===== src/oti_pkg.sv =====
// constants, types and register map of the frequency trim and irq output block
// assumes a single 40 MHz clock and timekeeping counters outside this block
`default_nettype none

package oti_pkg;
	// ----------------------------------------------------------------
	// register map
	// ----------------------------------------------------------------
	localparam logic [7:0] ADDR_FREQ_TRIM = 8'h24;
	localparam logic [7:0] ADDR_OSC_CTRL = 8'h25;
	localparam logic [7:0] ADDR_IRQ_A_SEL = 8'h29;
	localparam logic [7:0] ADDR_IRQ_B_SEL = 8'h2a;
	localparam logic [7:0] ADDR_PIN_CFG = 8'h30;
	localparam logic [7:0] ADDR_IRQ_STATUS = 8'h31;
	localparam logic [7:0] ADDR_IRQ_MASK = 8'h32;

	// reset values and field positions
	localparam logic [7:0] RST_BYTE = 8'h00;
	localparam int BIT_RATE_SEL = 6;
	localparam int BIT_TRIM_IRQ_EN = 5;
	localparam int PIN_A_LSB = 0;
	localparam int PIN_B_LSB = 2;
	localparam logic [1:0] IRQ_A_CFG_INT = 2'h0;
	localparam logic [1:0] STAMP_CFG_INT = 2'h1;
	localparam int ST_ADD = 0;
	localparam int ST_SUB = 1;
	localparam int ST_DONE = 2;
	localparam int ST_W = 3;

	// ----------------------------------------------------------------
	// schedule constants
	// ----------------------------------------------------------------
	localparam logic [5:0] POS_ZERO = 6'h00;
	localparam logic [1:0] HOUR_MOD4_ZERO = 2'h0;
	localparam logic [2:0] MIN_MOD8_ZERO = 3'h0;
	localparam logic [7:0] MAG_ZERO = 8'h00;
	localparam logic [7:0] MAG_ONE = 8'h01;

	// step size: ppm figures and the clock pulses per correction
	localparam real STEP_PPM_NORMAL = 2.170;
	localparam real STEP_PPM_FAST = 2.0345;
	localparam real OSC_HZ = 32768.0;
	localparam real PERIOD_S_NORMAL = 14400.0;
	localparam real PERIOD_S_FAST = 480.0;
	localparam logic [10:0] CLKS_NORMAL =
		11'(int'(STEP_PPM_NORMAL * 1.0e-6 * PERIOD_S_NORMAL * OSC_HZ));
	localparam logic [10:0] CLKS_FAST =
		11'(int'(STEP_PPM_FAST * 1.0e-6 * PERIOD_S_FAST * OSC_HZ));

	// 128 Hz ticks that end an irq pulse
	localparam logic [1:0] PULSE_TICKS = 2'h2;

	// ----------------------------------------------------------------
	// types
	// ----------------------------------------------------------------
	typedef struct packed {
		logic [4:0] hour;
		logic [5:0] min;
		logic [5:0] sec;
	} oti_time_s;

	typedef enum logic {SEQ_IDLE, SEQ_RUN} oti_seq_e;
endpackage : oti_pkg

`default_nettype wire


===== src/oti_trim_irq.sv =====
// frequency trim sequencer, register port and two active-low irq pins
// assumes time fields show the new value while sec_tick is high
`default_nettype none

module oti_trim_irq
	import oti_pkg::*;
(
	// clock and reset
	input wire logic clk,
	input wire logic sys_rst,
	// register port
	input wire logic [7:0] reg_addr,
	input wire logic [7:0] reg_wdata,
	input wire logic reg_wr,
	input wire logic reg_rd,
	output logic [7:0] reg_rdata_q,
	// timekeeping view
	input wire logic sec_tick,
	input wire oti_time_s time_now,
	input wire logic tick_128,
	// correction towards the counters
	output logic corr_add_q,
	output logic corr_sub_q,
	output logic [10:0] corr_clocks_q,
	// irq_out_a pin, open-drain
	output logic irq_out_a_o_q,
	output logic irq_out_a_oe_n_q,
	// stamp_pin carrying irq_out_b, push-pull
	output logic stamp_pin_o_q,
	output logic stamp_pin_oe_n_q,
	// system interrupt
	output logic sys_irq_q
);
	// -----------------------------------------------------------------
	// registers
	// -----------------------------------------------------------------
	logic [7:0] trim_q;
	logic [7:0] osc_ctrl_q;
	logic [7:0] sel_a_q;
	logic [7:0] sel_b_q;
	logic [7:0] pin_cfg_q;
	logic [ST_W-1:0] status_q;
	logic [ST_W-1:0] status_d;
	logic [ST_W-1:0] mask_q;
	logic [7:0] rdata_d;

	// sequencer state
	oti_seq_e seq_q;
	oti_seq_e seq_d;
	logic [7:0] count_q;
	logic [7:0] count_d;
	logic [7:0] mag_q;
	logic [7:0] mag_d;
	logic sign_q;
	logic sign_d;
	logic rate_q;
	logic rate_d;

	// -----------------------------------------------------------------
	// register decode
	// -----------------------------------------------------------------
	wire wr_trim = reg_wr && reg_addr == ADDR_FREQ_TRIM;
	wire wr_osc = reg_wr && reg_addr == ADDR_OSC_CTRL;
	wire wr_sel_a = reg_wr && reg_addr == ADDR_IRQ_A_SEL;
	wire wr_sel_b = reg_wr && reg_addr == ADDR_IRQ_B_SEL;
	wire wr_pin = reg_wr && reg_addr == ADDR_PIN_CFG;
	wire wr_status = reg_wr && reg_addr == ADDR_IRQ_STATUS;
	wire wr_mask = reg_wr && reg_addr == ADDR_IRQ_MASK;

	// field extraction
	wire rate_sel = osc_ctrl_q[BIT_RATE_SEL];
	wire trim_irq_en_a = sel_a_q[BIT_TRIM_IRQ_EN];
	wire trim_irq_en_b = sel_b_q[BIT_TRIM_IRQ_EN];
	wire [1:0] irq_a_pin_cfg = pin_cfg_q[PIN_A_LSB +: 2];
	wire [1:0] stamp_pin_cfg = pin_cfg_q[PIN_B_LSB +: 2];

	// read mux, unmapped reads zero
	assign rdata_d =
		(reg_addr == ADDR_FREQ_TRIM) ? trim_q :
		(reg_addr == ADDR_OSC_CTRL) ? osc_ctrl_q :
		(reg_addr == ADDR_IRQ_A_SEL) ? sel_a_q :
		(reg_addr == ADDR_IRQ_B_SEL) ? sel_b_q :
		(reg_addr == ADDR_PIN_CFG) ? pin_cfg_q :
		(reg_addr == ADDR_IRQ_STATUS) ? {5'h00, status_q} :
		(reg_addr == ADDR_IRQ_MASK) ? {5'h00, mask_q} : RST_BYTE;

	// software-held registers
	always_ff @(posedge clk or posedge sys_rst) begin
		if (sys_rst) begin
			trim_q <= RST_BYTE;
			osc_ctrl_q <= RST_BYTE;
			sel_a_q <= RST_BYTE;
			sel_b_q <= RST_BYTE;
			pin_cfg_q <= RST_BYTE;
			mask_q <= '0;
		end else begin
			if (wr_trim) trim_q <= reg_wdata;
			if (wr_osc) osc_ctrl_q <= reg_wdata;
			if (wr_sel_a) sel_a_q <= reg_wdata;
			if (wr_sel_b) sel_b_q <= reg_wdata;
			if (wr_pin) pin_cfg_q <= reg_wdata;
			if (wr_mask) mask_q <= reg_wdata[ST_W-1:0];
		end
	end

	// read data one cycle after the strobe
	always_ff @(posedge clk or posedge sys_rst) begin
		if (sys_rst) begin
			reg_rdata_q <= RST_BYTE;
		end else begin
			reg_rdata_q <= reg_rd ? rdata_d : RST_BYTE;
		end
	end

	// -----------------------------------------------------------------
	// schedule events
	// -----------------------------------------------------------------
	// trim magnitude; -128 gives 128, which still fits eight bits
	wire trim_neg = trim_q[7];
	wire [7:0] trim_mag = trim_neg ? 8'(-trim_q) : trim_q;

	// new minute is the second counter wrapping to 00
	wire new_minute = sec_tick && time_now.sec == POS_ZERO;
	// normal trigger: minute 00 of every fourth hour
	wire trig_normal = new_minute && time_now.min == POS_ZERO
		&& time_now.hour[1:0] == HOUR_MOD4_ZERO;
	// fast trigger: second 00 of every eighth minute
	wire trig_fast = new_minute && time_now.min[2:0] == MIN_MOD8_ZERO;
	wire trig = rate_sel ? trig_fast : trig_normal;
	wire start = seq_q == SEQ_IDLE && trig && trim_mag != MAG_ZERO;

	// a running sequence steps each minute or each second;
	// counting on past 59 rolls into the next hour or minute by itself
	wire unit_evt = rate_q ? sec_tick : new_minute;
	wire step = seq_q == SEQ_RUN && unit_evt;
	wire trim_evt = start || step;
	wire evt_sign = start ? trim_neg : sign_q;
	wire evt_rate = start ? rate_sel : rate_q;
	wire [7:0] evt_mag = start ? trim_mag : mag_q;
	wire [7:0] evt_count = start ? MAG_ONE : count_q + MAG_ONE;
	wire seq_last = evt_count == evt_mag;

	// -----------------------------------------------------------------
	// sequencer
	// -----------------------------------------------------------------
	always_comb begin
		seq_d = seq_q;
		count_d = count_q;
		mag_d = mag_q;
		sign_d = sign_q;
		rate_d = rate_q;
		case (seq_q)
			SEQ_IDLE: begin
				if (start) begin
					mag_d = trim_mag;
					sign_d = trim_neg;
					rate_d = rate_sel;
					count_d = MAG_ONE;
					seq_d = seq_last ? SEQ_IDLE : SEQ_RUN;
				end
			end
			SEQ_RUN: begin
				if (step) begin
					count_d = evt_count;
					seq_d = seq_last ? SEQ_IDLE : SEQ_RUN;
				end
			end
			default: begin
				seq_d = SEQ_IDLE;
			end
		endcase
	end

	always_ff @(posedge clk or posedge sys_rst) begin
		if (sys_rst) begin
			seq_q <= SEQ_IDLE;
			count_q <= MAG_ZERO;
			mag_q <= MAG_ZERO;
			sign_q <= 1'b0;
			rate_q <= 1'b0;
		end else begin
			seq_q <= seq_d;
			count_q <= count_d;
			mag_q <= mag_d;
			sign_q <= sign_d;
			rate_q <= rate_d;
		end
	end

	// -----------------------------------------------------------------
	// correction pulses to the counters
	// -----------------------------------------------------------------
	// positive trim adds clocks, negative removes them
	always_ff @(posedge clk or posedge sys_rst) begin
		if (sys_rst) begin
			corr_add_q <= 1'b0;
			corr_sub_q <= 1'b0;
			corr_clocks_q <= '0;
		end else begin
			corr_add_q <= trim_evt && !evt_sign;
			corr_sub_q <= trim_evt && evt_sign;
			corr_clocks_q <= evt_rate ? CLKS_FAST : CLKS_NORMAL;
		end
	end

	// -----------------------------------------------------------------
	// irq pulses, one generator per output
	// -----------------------------------------------------------------
	logic act_a;
	logic act_b;

	oti_irq_pulse u_pulse_a (
		.clk(clk),
		.sys_rst(sys_rst),
		.event_in(trim_evt && trim_irq_en_a),
		.tick_128(tick_128),
		.active_q(act_a)
	);

	oti_irq_pulse u_pulse_b (
		.clk(clk),
		.sys_rst(sys_rst),
		.event_in(trim_evt && trim_irq_en_b),
		.tick_128(tick_128),
		.active_q(act_b)
	);

	// pin drivers, active low and only in the right pin mode
	wire a_mode_ok = irq_a_pin_cfg == IRQ_A_CFG_INT;
	wire b_mode_ok = stamp_pin_cfg == STAMP_CFG_INT;

	always_ff @(posedge clk or posedge sys_rst) begin
		if (sys_rst) begin
			irq_out_a_o_q <= 1'b0;
			irq_out_a_oe_n_q <= 1'b1;
			stamp_pin_o_q <= 1'b1;
			stamp_pin_oe_n_q <= 1'b1;
		end else begin
			irq_out_a_o_q <= 1'b0;
			irq_out_a_oe_n_q <= !(a_mode_ok && act_a);
			stamp_pin_o_q <= !act_b;
			stamp_pin_oe_n_q <= !b_mode_ok;
		end
	end

	// -----------------------------------------------------------------
	// system interrupt status and mask
	// -----------------------------------------------------------------
	wire [ST_W-1:0] st_set = {trim_evt && seq_last, trim_evt && evt_sign,
		trim_evt && !evt_sign};
	wire [ST_W-1:0] st_clr = wr_status ? reg_wdata[ST_W-1:0] : '0;
	// a set in the same cycle as its clear wins
	assign status_d = (status_q & ~st_clr) | st_set;

	always_ff @(posedge clk or posedge sys_rst) begin
		if (sys_rst) begin
			status_q <= '0;
			sys_irq_q <= 1'b0;
		end else begin
			status_q <= status_d;
			sys_irq_q <= |(status_d & mask_q);
		end
	end

	// -----------------------------------------------------------------
	// checks
	// -----------------------------------------------------------------
	start_pulse_a: assert property (@(posedge clk) disable iff (sys_rst)
		(seq_q == SEQ_IDLE && trig && trim_mag != MAG_ZERO)
		|=> (corr_add_q || corr_sub_q))
		else $error("trigger gave no correction");

	zero_trim_a: assert property (@(posedge clk) disable iff (sys_rst)
		(seq_q == SEQ_IDLE && trim_q == RST_BYTE) |=> !(corr_add_q || corr_sub_q))
		else $error("correction with zero trim");

	count_bound_a: assert property (@(posedge clk) disable iff (sys_rst)
		seq_q == SEQ_RUN |-> count_q < mag_q)
		else $error("sequence overran magnitude");

	sign_dir_a: assert property (@(posedge clk) disable iff (sys_rst)
		corr_sub_q |-> $past(evt_sign) && !corr_add_q)
		else $error("correction direction wrong");

	step_size_a: assert property (@(posedge clk) disable iff (sys_rst)
		(corr_add_q || corr_sub_q) |->
		corr_clocks_q == ($past(evt_rate) ? CLKS_FAST : CLKS_NORMAL))
		else $error("correction size wrong");

	fast_step_a: assert property (@(posedge clk) disable iff (sys_rst)
		(seq_q == SEQ_RUN && rate_q && sec_tick) |=> (corr_add_q || corr_sub_q))
		else $error("fast step missed a second");

	irq_gate_a: assert property (@(posedge clk) disable iff (sys_rst)
		$rose(act_a) |-> $past(trim_evt && trim_irq_en_a))
		else $error("irq a pulse without enabled event");

	pin_a_mode_a: assert property (@(posedge clk) disable iff (sys_rst)
		!irq_out_a_oe_n_q |-> $past(a_mode_ok && act_a) && !irq_out_a_o_q)
		else $error("irq a driven in wrong mode");

	stamp_mode_a: assert property (@(posedge clk) disable iff (sys_rst)
		!stamp_pin_oe_n_q |-> $past(b_mode_ok))
		else $error("stamp pin driven in wrong mode");

	// sequencer checks: pulses only on schedule, end on the last one
	seq_end_a: assert property (@(posedge clk) disable iff (sys_rst)
		(trim_evt && seq_last) |=> seq_q == SEQ_IDLE)
		else $error("sequence ran past its last pulse");

	normal_step_a: assert property (@(posedge clk) disable iff (sys_rst)
		(seq_q == SEQ_RUN && !rate_q && new_minute) |=> (corr_add_q || corr_sub_q))
		else $error("normal step missed a minute");

	run_retrig_a: assert property (@(posedge clk) disable iff (sys_rst)
		(seq_q == SEQ_RUN && !unit_evt) |=> !(corr_add_q || corr_sub_q))
		else $error("correction between steps");

	idle_quiet_a: assert property (@(posedge clk) disable iff (sys_rst)
		(seq_q == SEQ_IDLE && !start) |=> !(corr_add_q || corr_sub_q))
		else $error("correction without trigger");

	neg_sub_a: assert property (@(posedge clk) disable iff (sys_rst)
		(start && trim_neg) |=> (corr_sub_q && !corr_add_q))
		else $error("negative trim did not remove clocks");

	// irq and pin checks: pulse starts on the event, stamp pin low only on irq
	irq_a_start_a: assert property (@(posedge clk) disable iff (sys_rst)
		(trim_evt && trim_irq_en_a) |=> act_a)
		else $error("irq a pulse did not start");

	irq_b_start_a: assert property (@(posedge clk) disable iff (sys_rst)
		(trim_evt && trim_irq_en_b) |=> act_b)
		else $error("irq b pulse did not start");

	irq_gate_b_a: assert property (@(posedge clk) disable iff (sys_rst)
		$rose(act_b) |-> $past(trim_evt && trim_irq_en_b))
		else $error("irq b pulse without enabled event");

	stamp_low_a: assert property (@(posedge clk) disable iff (sys_rst)
		(!stamp_pin_oe_n_q && !stamp_pin_o_q) |-> $past(act_b && b_mode_ok))
		else $error("stamp pin low without irq");
endmodule : oti_trim_irq

`default_nettype wire


===== src/oti_irq_pulse.sv =====
// one irq pulse generator: starts on an event, ends on 128 Hz ticks
// assumes tick_128 is a one-cycle strobe in the clk domain
`default_nettype none

module oti_irq_pulse
	import oti_pkg::*;
(
	// clock and reset
	input wire logic clk,
	input wire logic sys_rst,
	// event and timebase
	input wire logic event_in,
	input wire logic tick_128,
	// pulse out, active high
	output logic active_q
);
	logic [1:0] ticks_q;
	logic [1:0] ticks_d;
	logic active_d;

	// -----------------------------------------------------------------
	// pulse width control
	// -----------------------------------------------------------------
	// event restarts the count; second tick afterwards ends the pulse
	assign ticks_d = event_in ? 2'h0 : (active_q && tick_128) ? ticks_q + 2'h1 : ticks_q;
	assign active_d = event_in | (active_q & ~(tick_128 && ticks_d == PULSE_TICKS));

	always_ff @(posedge clk or posedge sys_rst) begin
		if (sys_rst) begin
			active_q <= 1'b0;
			ticks_q <= 2'h0;
		end else begin
			active_q <= active_d;
			ticks_q <= active_d ? ticks_d : 2'h0;
		end
	end

	// the second tick after the event ends the pulse
	pulse_width_a: assert property (@(posedge clk) disable iff (sys_rst)
		(active_q && tick_128 && !event_in && ticks_q == PULSE_TICKS - 2'h1) |=> !active_q)
		else $error("irq pulse outlived two ticks");
endmodule : oti_irq_pulse

`default_nettype wire


===== config.mk =====
export PLATFORM = sky130hd
export DESIGN_NAME = oti_trim_irq
export DESIGN_NICKNAME = d
export VERILOG_FILES = /design/src/oti_pkg.sv /design/src/oti_trim_irq.sv /design/src/oti_irq_pulse.sv
export SDC_FILE = /design/constraint.sdc
export NUM_CORES = 1
export LEC_CHECK = 0
export BUFFER_PORTS_ARGS = -buffer_cell sky130_fd_sc_hd__buf_2
export CORE_MARGIN = 2
export CORE_UTILIZATION = 40
export DETAILED_ROUTE_END_ITERATION = 8
export SLEW_MARGIN = 20
export SYNTH_ARGS = -nofsm -noshare
export SYNTH_HDL_FRONTEND = slang
export SYNTH_SLANG_ARGS = --single-unit

===== constraint.sdc =====
create_clock -name clk -period 2.5 [get_ports clk]
set_input_delay 0.25 -clock clk [delete_from_list [all_inputs] [get_ports clk]]
set_output_delay 0.25 -clock clk [all_outputs]
set_load 0.05 [all_outputs]

== Word level (Yosys, flattened, before mapping) ==
Index checks and enable logic that the tools add are counted.

* Bits in registers: 96
* Input bits: 39
* Output and inout port bits: 26
* Logic and storage cells: 119

* Add/sub/neg operators: 4
* Eq/ne operators: 13
* Multiplexer cells: 30
* Bitwise logic cells: 11
* Reductions and logical operators: 37

{| class="wikitable"
|+ Operator list
! cell !! count
|-
| $mux 8 || 11
|-
| $eq 8x6->1 const B || 7
|-
| $logic_and 1x1->1 || 24
|-
| $pmux 8 s2 || 1
|-
| $logic_not 6->1 || 2
|-
| $mux 2 || 6
|-
| $mux 11 || 1
|-
| $mux 3 || 3
|-
| $add 8x1->8 const B || 1
|-
| $eq 8x8->1 || 1
|-
| $neg 8->8 || 1
|-
| $reduce_bool 8->1 || 1
|-
| $mux 1 || 7
|-
| $and 3x3->3 || 2
|-
| $add 2x1->2 const B || 2
|-
| $eq 2x2->1 const B || 2
|-
| $logic_not 1->1 || 4
|-
| $logic_not 2->1 || 2
|-
| $logic_not 3->1 || 1
|-
| $not 1->1 || 3
|-
| $not 3->3 || 1
|-
| $or 3x3->3 || 1
|-
| $reduce_or 3->1 || 1
|-
| $and 1x1->1 || 2
|-
| other kinds (7) || 8
|}

== Longest topological paths before layout ==
Gate-level depths: netlist of the first run.

* Depth after elaboration: 16
* Gate-level depth with buffers: 10

== By module ==
A second synthesis of the first run with hierarchy kept.

* Cells, all modules: 402
* Area total of the unflattened synthesis: 4,416.7 um^2

{| class="wikitable"
|+ By module, submodules not included
! module !! times used !! cells an instance !! area an instance (um^2) !! sequential area each (um^2)
|-
| oti_trim_irq || 1 || 380 || 4,164.0 || 2,030.7
|-
| oti_irq_pulse || 2 || 11 || 126.4 || 75.1
|}

== Worst setup path after synthesis of the first run ==
No wires, ideal clock.

* Kind: flip-flop to flip-flop
* Start point: register trim_q[0]
* End point: register mag_q[0]
* Data arrival time: 2,271 ps
* Data required time: 2,375 ps
* Slack: 104 ps
* Stages on the path, launching flop included: 7
* Clock period less this slack: 2,396 ps
* Cells stage by stage: dfrtp_1 -> or3_4 -> and4_4 -> or4_4 -> a41oi_2 -> buf_6 -> mux2_2

* Cells in the longest elaborated chain, start to end: 5

{| class="wikitable"
|+ Ends and longest elaborated chain
! what !! line !! text
|-
| from (decl) || oti_trim_irq.sv:37 || <nowiki>logic [7:0] trim_q;</nowiki>
|-
| from (signal assigned) || oti_trim_irq.sv:97 || <nowiki>if (wr_trim) trim_q <= reg_wdata;</nowiki>
|-
| $neg 8->8 || oti_trim_irq.sv:120 || <nowiki>wire [7:0] trim_mag = trim_neg ? 8'(-trim_q) : trim_q;</nowiki>
|-
| $mux 8 (*) || oti_trim_irq.sv:120 ||
|-
| $reduce_bool 8->1 || oti_trim_irq.sv:130 || <nowiki>wire start = seq_q == SEQ_IDLE && trig && trim_mag != MAG_ZERO;</nowiki>
|-
| $logic_and 1x1->1 || oti_trim_irq.sv:130 ||
|-
| $mux 8 (*) || -- ||
|-
| to (signal assigned) || oti_trim_irq.sv:184 || <nowiki>mag_q <= mag_d;</nowiki>
|-
| to (decl) || oti_trim_irq.sv:52 || <nowiki>logic [7:0] mag_q;</nowiki>
|}

Every way passes the cells marked *; elsewhere a longest branch is shown, timed or not.
A chain may end at the register's enable or synchronous reset.

== Worst setup path in the final report of the first run ==
* Start point: register trim_q[2]
* End point: register mag_q[0]

* Cells in the longest elaborated chain, start to end: 5

{| class="wikitable"
|+ Ends and longest elaborated chain
! what !! line
|-
| $neg 8->8 || oti_trim_irq.sv:120
|-
| $mux 8 (*) || oti_trim_irq.sv:120
|-
| $reduce_bool 8->1 (*) || oti_trim_irq.sv:130
|-
| $logic_and 1x1->1 (*) || oti_trim_irq.sv:130
|-
| $mux 8 (*) || --
|}

Marks and branches as above.

==> results of run 1 <==
-- worst paths after layout --
path,startpoint,to,slack [ps]
worst max-delay path,trim_q[2]$_DFFE_PP0P_,mag_q[0]$_DFFE_PP0N_,50
worst min-delay path,reg_wdata[4],sel_a_q[4]$_DFFE_PP0P_,170
worst max register to register,trim_q[2]$_DFFE_PP0P_,mag_q[0]$_DFFE_PP0N_,50
worst min register to register,u_pulse_b.active_q$_DFF_PP0_,stamp_pin_o_q$_DFF_PP1_,400
max in group asynchronous,sys_rst,mag_q[5]$_DFFE_PP0N_,1410
min in group asynchronous,sys_rst,u_pulse_b.active_q$_DFF_PP0_,420
-- layout make-up --
| type | count | area, sq um |
|---|---|---|
| well taps | 136 | 170 |
| multi-input cells | 283 | 2000 |
| flip-flops and latches | 87 | 2180 |
| repair buffers | 79 | 495 |
| fillers | 988 | 5310 |
| clock inverters | 6 | 92.6 |
| inverters | 11 | 42.5 |
| clock buffers | 10 | 128 |
-- report_power, final --
part / total, mW / internal, mW / switching [mW]
registers: 1.47 / 1.44 / 0.0287
logic: 0.271 / 0.110 / 0.161
clock network: 1.09 / 0.568 / 0.518
-- Yosys cell counts (9+ instances only) --
| cell type | number | share of area (%) |
|---|---|---|
| xor2_1 | 9 | 1.8 |
| inv_1 | 11 | 0.96 |
| xnor2_1 | 15 | 3.0 |
| a22oi_1 | 12 | 2.1 |
| nor2_1 | 33 | 2.9 |
| a21oi_1 | 13 | 1.5 |
| o21ai_0 | 15 | 1.7 |
| nand2_1 | 39 | 3.4 |
| mux2_2 | 46 | 12 |
| nand3_1 | 9 | 1.0 |
| clkbuf_1 | 11 | 0.96 |
| dfrtp_1 | 84 | 49 |
| buf_4 | 11 | 1.9 |
-- layer usage --
metal	wire, um	part of all wire, %
met5	0	0
met4	90	0.94
met2	4870	51
met3	330	3.5
met1	4250	45
-- stage by stage --
stage / cells / instance area, sq um
after floorplan: 408 / 4350
after global placement: 593 / 4800
after detailed placement: 593 / 4800
after CTS: 610 / 5030
after global routing: 612 / 5110
final: 612 / 5110
-- state kept, by name, summed over array words and instances (netlist names), 3 cells and up --
signal / cells
count_q: 8
mag_q: 8
mask_q: 3
osc_ctrl_q: 8
pin_cfg_q: 8
reg_rdata_q: 8
sel_a_q: 8
sel_b_q: 8
status_q: 3
trim_q: 8
-- cell families after synthesis --
| family | after synthesis | synth area share [%] |
|---|---|---|
| buffers and inverters | 38 | 5.04 |
| multiplexers | 51 | 13.1 |
| AND/OR/NAND/NOR | 128 | 14.8 |
| flip-flops | 87 | 50.5 |
| AO/OA/AOI/OAI | 68 | 11.0 |
| adder cells (fa/ha/maj) | 2 | 0.579 |
| other | 1 | 0.0868 |
| XOR/XNOR | 24 | 4.87 |
-- timing repair --
action | in CTS | in global routing
setup endpoints to repair | 3 | 14
endpoints found under the hold margin | 21 | 0
resized for setup | 0 | 14
buffers inserted | 0 | 2
pin swaps | 0 | 5
hold buffers | 1 | 0
==> out/qor.csv, run 1 <==
metric,value,unit
finalHoldViolCount,0,
synth_ff_type,dfrtp_1,
fin_skew,12.0,ps
postRouteAntennaNets,0,
worst_ep_arrival_time,2690,ps
cts-htree-levels,3,
viasPerCell,5.23,
required,2740,ps
outcome,"complete, no violations",
vias,3203,
critical_path_cell_count,6,
drv_slew,0,
worst-path-buf-inv,1,
dieArea,11600,sq um
p_total,2.83,mW
syn_inst,399,
ys_seq_area_share,50.5,%
critPathSlowestCell,or4_4,
synth-async-reset-ratio,100,%
final_util,49.0,%
layout_setup_ws,54.1,ps
post_drt_wl_per_cell,15.6,um
core-area,10400,sq um
grt_pass1_wl,15700,um
die_w,108,um
grt_max_degree,43,
portBuffers,51,
cts_made_buffers,9,
holdWs,169,ps
cts.path.max_buffers,2,
cts.sinks,87,
cp-start-kind,flop,
root_buffer,clkbuf_8,
grt_use_met3,3.93,%
clkLatencyLatePin,360,ps
drt_pass1_iterations,4,
syn_avg_cell_area,10.8,sq um
die_h,108,um
grtUsageMet2,30.3,%
synth_warnings,0,
ios,65,
cts_tree,built,
synth_edf_count,0,
wl,9550,um
holdPathStages,2,
max_stage_delay,560,ps
worstPathCellList,or3_4 > and4_4 > or4_4 > a41oi_4 > buf_6 > mux2_4,
hp-class,in -> reg,
layout_commonest_cell,dfrtp_1,
cap_violations,0,
worstSetupPathType,reg -> reg,
path_max_fanout,7,
synth_area,4320,sq um
cp-end-kind,flop,
post-place-ws,19.1,ps
place_congestion,0.824,
ys_types,52,
grt_most_used_layer,met2,
fin_tns_setup,0,ps
fp-row-count,37,
grt_overflow,0,
layout_common_cells,"dfrtp_1, buf_2, mux2_2",
start_util,41.5,%
slew_headroom,61.0,%
drive_gt1_share,33.8,%
p_leak,2.37,nW
nets,512,
grt_pass1_vias,3184,
route.detailed.drc,0,
rsz0062_at_grt,yes,
fin_crit_sh,97.8,%
peakVddDrop,318,uV
drt_iter0_markers,206,
worstMarginPinSlew,579,ps
reg2reg_depth,6,
syn_to_final_growth,18.2,%
period_needed,2450,ps
antenna_found_initial,0,
ys_seq_elements,87,
diodes,0,
p_per_area,553,nW/um^2
clkTransAtPathRegs,90,ps
track_usage,17.5,%
crit_family,simple AND/OR/NAND/NOR gates,
detailedPlacementHpwl,6820,um
max_freq,0.409,GHz
grt_use_met1,22.4,%
finalSetupViolCount,0,
No activity file was read; power rests on OpenSTA's default activity.
==> inputs of run 2 (changes only) <==
ABC_AREA = 1   (was default)
BUFFER_PORTS_ARGS = default   (was -buffer_cell sky130_fd_sc_hd__buf_2)
DONT_BUFFER_PORTS = 1   (was default)
==> out/qor.csv, run 2 <==
metric,value,unit,change
outcome,"complete, no violations",,
dieArea,12000,sq um,+3.4%
clkLatencyLatePin,370,ps,about the same
wl,10100,um,+5.5%
synthMostInstantiatedCell,nand2_1,,
final_area,5020,sq um,-1.7%
finalHoldViolCount,0,,unchanged
ys_top_cells_by_count,"nand2_1, dfrtp_1, inv_1, o21ai_0, nand3_1",,
ys_seq_area_share,48.8,%,-1.7 points
cp-end-kind,flop,,
syn_avg_cell_area,8.19,sq um,-24%
ios,65,,unchanged
max_freq,0.411,GHz,+0.43%
ys_seq_elements,87,,unchanged
synthTopCellsByArea,"dfrtp_1, nand2_1, inv_1, o21ai_0, nand3_1",,
cts-htree-levels,3,,unchanged
detailedPlacementHpwl,7140,um,+4.7%
drt_pass1_iterations,5,,+1
path_max_fanout,5,,-2
grt_pass1_wl,16400,um,+4.1%
final_util,46.1,%,-2.9 points
cts_made_buffers,9,,unchanged
track_usage,17.7,%,+0.19 points
synth_ff_type,dfrtp_1,,
required,2810,ps,+70 ps
layout_commonest_cell,nand2_1,,
cap_violations,0,,unchanged
synth_edf_count,0,,unchanged
slew_headroom,62.8,%,+1.8 points
fp-row-count,38,,+2.7%
post_drt_wl_per_cell,14.1,um,-9.6%
peakVddDrop,426,uV,+34%
grt_max_degree,88,,+100%
syn_to_final_growth,12.2,%,
holdWs,62.4,ps,-106 ps
worst_ep_arrival_time,2750,ps,+60 ps
drt_iter0_markers,171,,-17%
fin_crit_sh,97.4,%,-0.42 points
synth-async-reset-ratio,100,%,unchanged
fin_skew,13.3,ps,+1.38 ps
vias,3615,,+13%
die_w,110,um,+1.7%
antenna_found_initial,0,,unchanged
diodes,0,,unchanged
route.detailed.drc,0,,unchanged
nets,610,,+19%
cts_tree,built,,
start_util,41.1,%,-0.39 points
synth_area,4470,sq um,+3.5%
placedInstanceArea,4650,sq um,-3.3%
cts.sinks,87,,unchanged
drv_slew,0,,unchanged
syn_inst,546,,+37%
cts.path.max_buffers,2,,unchanged
grt_pass1_vias,3390,,+6.5%
p_leak,2.50,nW,+5.9%
worstSetupPathType,reg -> reg,,
p_total,3.49,mW,+23%
ys_types,43,,-17%
layout_common_cells,"nand2_1, dfrtp_1, inv_1",,
grt_overflow,0,,unchanged
core-area,10900,sq um,+4.5%
p_per_area,695,nW/um^2,+26%
synth_top_area_share,47.0,%,-1.7 points
postRouteAntennaNets,0,,unchanged
portBuffers,0,,-100%
synth_warnings,0,,unchanged
root_buffer,clkbuf_8,,
viasPerCell,5.06,,-3.3%
cp-start-kind,flop,,
clkTransAtPathRegs,90,ps,about the same
drive_gt1_share,15.0,%,-19 points
hp-class,in -> reg,,
worstMarginPinSlew,555,ps,-24.0 ps
place_congestion,0.788,,-4.4%
die_h,110,um,+1.7%
synth_top_cell_by_area,dfrtp_1,,
fillers,1048,,+6.1%
rsz0062_at_grt,yes,,
period_needed,2440,ps,-10.5 ps
finalSetupViolCount,0,,unchanged
[run 2: changes by cell type after synthesis, moves of 12 or more]
cell,before,now
nand2_1,39,147
a22oi_1,12,0
nand3_1,9,39
mux2_2,46,0
o21ai_0,15,57
inv_1,11,78
xnor2_1,15,0
[run 2: path summary, 6_finish.rpt]
kind                                              start  depth (start not counted)  slack, ps                  endpoint
max                               trim_q[0]$_DFFE_PP0P_                         20         60       sys_irq_q$_DFF_PP0_
min                                              reg_rd                          2         60  reg_rdata_q[0]$_DFF_PP0_
max reg2reg                       trim_q[0]$_DFFE_PP0P_                         20         60       sys_irq_q$_DFF_PP0_
min reg2reg                u_pulse_b.active_q$_DFF_PP0_                          1        460   stamp_pin_o_q$_DFF_PP1_
max in group asynchronous                       sys_rst                          3       1680   stamp_pin_o_q$_DFF_PP1_
min in group asynchronous                       sys_rst                          3        410  reg_rdata_q[4]$_DFF_PP0_
[run 2: power breakdown]
part | total (mW) | switching, mW | internal, mW
Clock | 1.13 | 0.551 | 0.574
Combinational | 0.657 | 0.428 | 0.229
Sequential | 1.71 | 0.161 | 1.55
Total | 3.49 | 1.14 | 2.35
[run 2: metal layers]
metal	wire [um]	share of wire (%)	track usage [%]
met5	0	0	0
met4	160	1.6	5.24
met3	508	5.0	4.21
met2	4770	47	28.7
met1	4630	46	23.6
[run 2: layout make-up]
cell class | count | area, sq um | share of cell area (%)
flip-flops and latches | 87 | 2180 | 43.4
multi-input cells | 370 | 1960 | 39.0
inverters | 83 | 325 | 6.48
well taps | 140 | 175 | 3.49
repair buffers | 18 | 153 | 3.04
clock buffers | 9 | 124 | 2.47
clock inverters | 7 | 104 | 2.07
[run 2: through the flow]
stage	instances	TNS [ps]	worst slack [ps]
after floorplan	555	0	4.76
after global placement	686	0	156
after detailed placement	686	0	112
after CTS	704	0	95.0
after global routing	714	-276	-98.2
final	714	0	64.6
[run 2: kinds of logic (layout without fill, tap and decap cells)]
kind of cell | count (synthesis) | count (layout) | synth area share (%)
adder cells (fa/ha/maj) | 2 | 2 | 0.559
flip-flops | 87 | 87 | 48.8
XOR/XNOR | 3 | 3 | 0.588
AND/OR/NAND/NOR | 260 | 262 | 27.6
other | 1 | 10 | 0.0838
AO/OA/AOI/OAI | 93 | 93 | 12.8
buffers and inverters | 100 | 117 | 9.68
[run 2: worst max-delay path, stage by stage (launching register included)]
cell	delay [ps]
dfrtp_1	390
inv_2	100
ha_4	200
nand2_2	60
nand2_2	60
nor2_2	70
nand2_1	50
nor2_1	80
nand2_1	100
nor2_4	160
nand2_4	120
buf_4	170
nand3_1	120
nand2_1	90
nand2_1	80
nand3_2	90
nor2_4	130
nand3_2	100
nand2_2	70
nand2_1	50
nand2_1	60
[run 2: repair_timing]
item / in CTS / in global routing
endpoints found under the setup margin: 0 / 9
hold buffers: 2 / 0
setup buffers: 0 / 8
hold endpoints to repair: 86 / 0
gates resized for setup: 0 / 10
==> inputs of run 3 (changes only) <==
ABC_AREA = 0   (was 1)
==> out/qor.csv, run 3 (synthesized netlist as in run 1, its figures left out) <==
metric,value,unit,change
outcome,"complete, no violations",,
die_h,108,um,-1.7%
holdWs,41.9,ps,-20.5 ps
grt_most_used_layer,met2,,
path_max_fanout,13,,+8
drt_pass1_iterations,5,,unchanged
p_total,2.81,mW,-19%
fin_tns_setup,0,ps,unchanged
die_w,108,um,-1.7%
multi_input_area,1980,sq um,+1.2%
regArea,2180,sq um,about the same
worstMarginPinSlew,605,ps,+49.2 ps
fp-row-count,37,,-2.6%
grtUsageMet2,28.5,%,-0.22 points
worstSetupPathType,reg -> reg,,
fin_crit_sh,95.7,%,-1.7 points
cts.path.max_buffers,2,,unchanged
ios,65,,unchanged
finalSetupViolCount,0,,unchanged
p_leak,2.13,nW,-15%
postRouteAntennaNets,0,,unchanged
core-area,10400,sq um,-4.3%
antenna_found_initial,0,,unchanged
grt_use_met3,3.21,%,-1.0 points
clkTransAtPathRegs,90,ps,about the same
diodes,0,,unchanged
placedInstanceArea,4520,sq um,-2.7%
fillers,1012,,-3.4%
period_needed,2390,ps,-42.6 ps
route.detailed.drc,0,,unchanged
nets,455,,-25%
grt_max_degree,88,,unchanged
vias,3003,,-17%
grt_pass1_wl,15400,um,-5.9%
finalHoldViolCount,0,,unchanged
slew_headroom,59.3,%,-3.5 points
drv_slew,0,,unchanged
portBuffers,0,,unchanged
post_drt_wl_per_cell,16.6,um,+18%
required,2730,ps,-80 ps
final_util,46.0,%,-0.086 points
start_util,41.5,%,+0.39 points
wl,9220,um,-8.4%
dieArea,11600,sq um,-3.3%
root_buffer,clkbuf_8,,
cap_violations,0,,unchanged
grt_pass1_vias,3024,,-11%
cp-start-kind,flop,,
layout_commonest_cell,dfrtp_1,,
max_freq,0.418,GHz,+1.8%
place_congestion,0.779,,-1.1%
drive_gt1_share,24.8,%,+9.8 points
final_area,4790,sq um,-4.5%
cts.sinks,87,,unchanged
cts_setup_buffers,0,,unchanged
layout_common_cells,"dfrtp_1, mux2_2, nand2_1",,
grt_overflow,0,,unchanged
track_usage,17.1,%,-0.59 points
hp-class,in -> reg,,
detailedPlacementHpwl,6500,um,-9.0%
cts_made_buffers,9,,unchanged
drt_iter0_markers,129,,-25%
cts_tree,built,,
peakVddDrop,305,uV,-28%
p_per_area,586,nW/um^2,-16%
syn_to_final_growth,10.9,%,
fin_skew,13.6,ps,+0.285 ps
grt_use_met1,22.4,%,-1.1 points
worst_ep_arrival_time,2630,ps,-120 ps
cp-end-kind,flop,,
clkLatencyLatePin,350,ps,-20 ps
cts-htree-levels,3,,unchanged
viasPerCell,5.41,,+6.9%
-- run 3: per-layer routing --
layer,up-vias,routed length [um]
li1,1432,-
met1,1512,4100
met2,50,4600
met3,9,381
met4,0,137
met5,-,0
-- run 3: worst max-delay path, cell delays in order (launching register included) --
cell and delay [ps]:
dfrtp_1 430, or4_4 590, nor3b_4 210, or4_4 170, a41oi_2 120, buf_6 180
nand2b_1 100, nand2_1 80, a2111o_1 420
-- run 3: final cells by class --
| type | count | share of cell area [%] |
|---|---|---|
| inverters | 11 | 0.887 |
| clock buffers | 12 | 3.24 |
| clock inverters | 4 | 1.62 |
| repair buffers | 22 | 3.84 |
| flip-flops and latches | 87 | 45.5 |
| multi-input cells | 283 | 41.3 |
| well taps | 136 | 3.55 |
-- run 3: path summary, 6_finish.rpt --
| check | endpoint | cells past startpoint | slack (ps) | start |
|---|---|---|---|---|
| min | osc_ctrl_q[0]$_DFFE_PP0P_ | 1 | 40 | reg_wdata[0] |
| min reg2reg | stamp_pin_o_q$_DFF_PP1_ | 1 | 410 | u_pulse_b.active_q$_DFF_PP0_ |
| max in group asynchronous | trim_q[0]$_DFFE_PP0P_ | 3 | 1630 | sys_rst |
| max | sys_irq_q$_DFF_PP0_ | 8 | 110 | trim_q[1]$_DFFE_PP0P_ |
| min in group asynchronous | u_pulse_b.active_q$_DFF_PP0_ | 3 | 430 | sys_rst |
| max reg2reg | sys_irq_q$_DFF_PP0_ | 8 | 110 | trim_q[1]$_DFFE_PP0P_ |
-- run 3: metrics by stage --
step / setup WS [ps] / instances
final: 107 / 555
after global placement: 40.5 / 538
after floorplan: 4.76 / 408
after CTS: 37.2 / 555
after detailed placement: -29.2 / 538
after global routing: -3.99 / 555
-- run 3: repair_timing --
item,4_1_cts,5_1_grt
gates cloned,0,0
setup endpoints to repair,1,12
endpoints found under the hold margin,84,0
pin swaps,0,3
resized for setup,1,6
hold buffers,1,0
-- run 3: where the power goes --
group / switching, mW / internal (mW)
Sequential: 0.0342 / 1.44
Clock: 0.493 / 0.622
Combinational: 0.131 / 0.0872
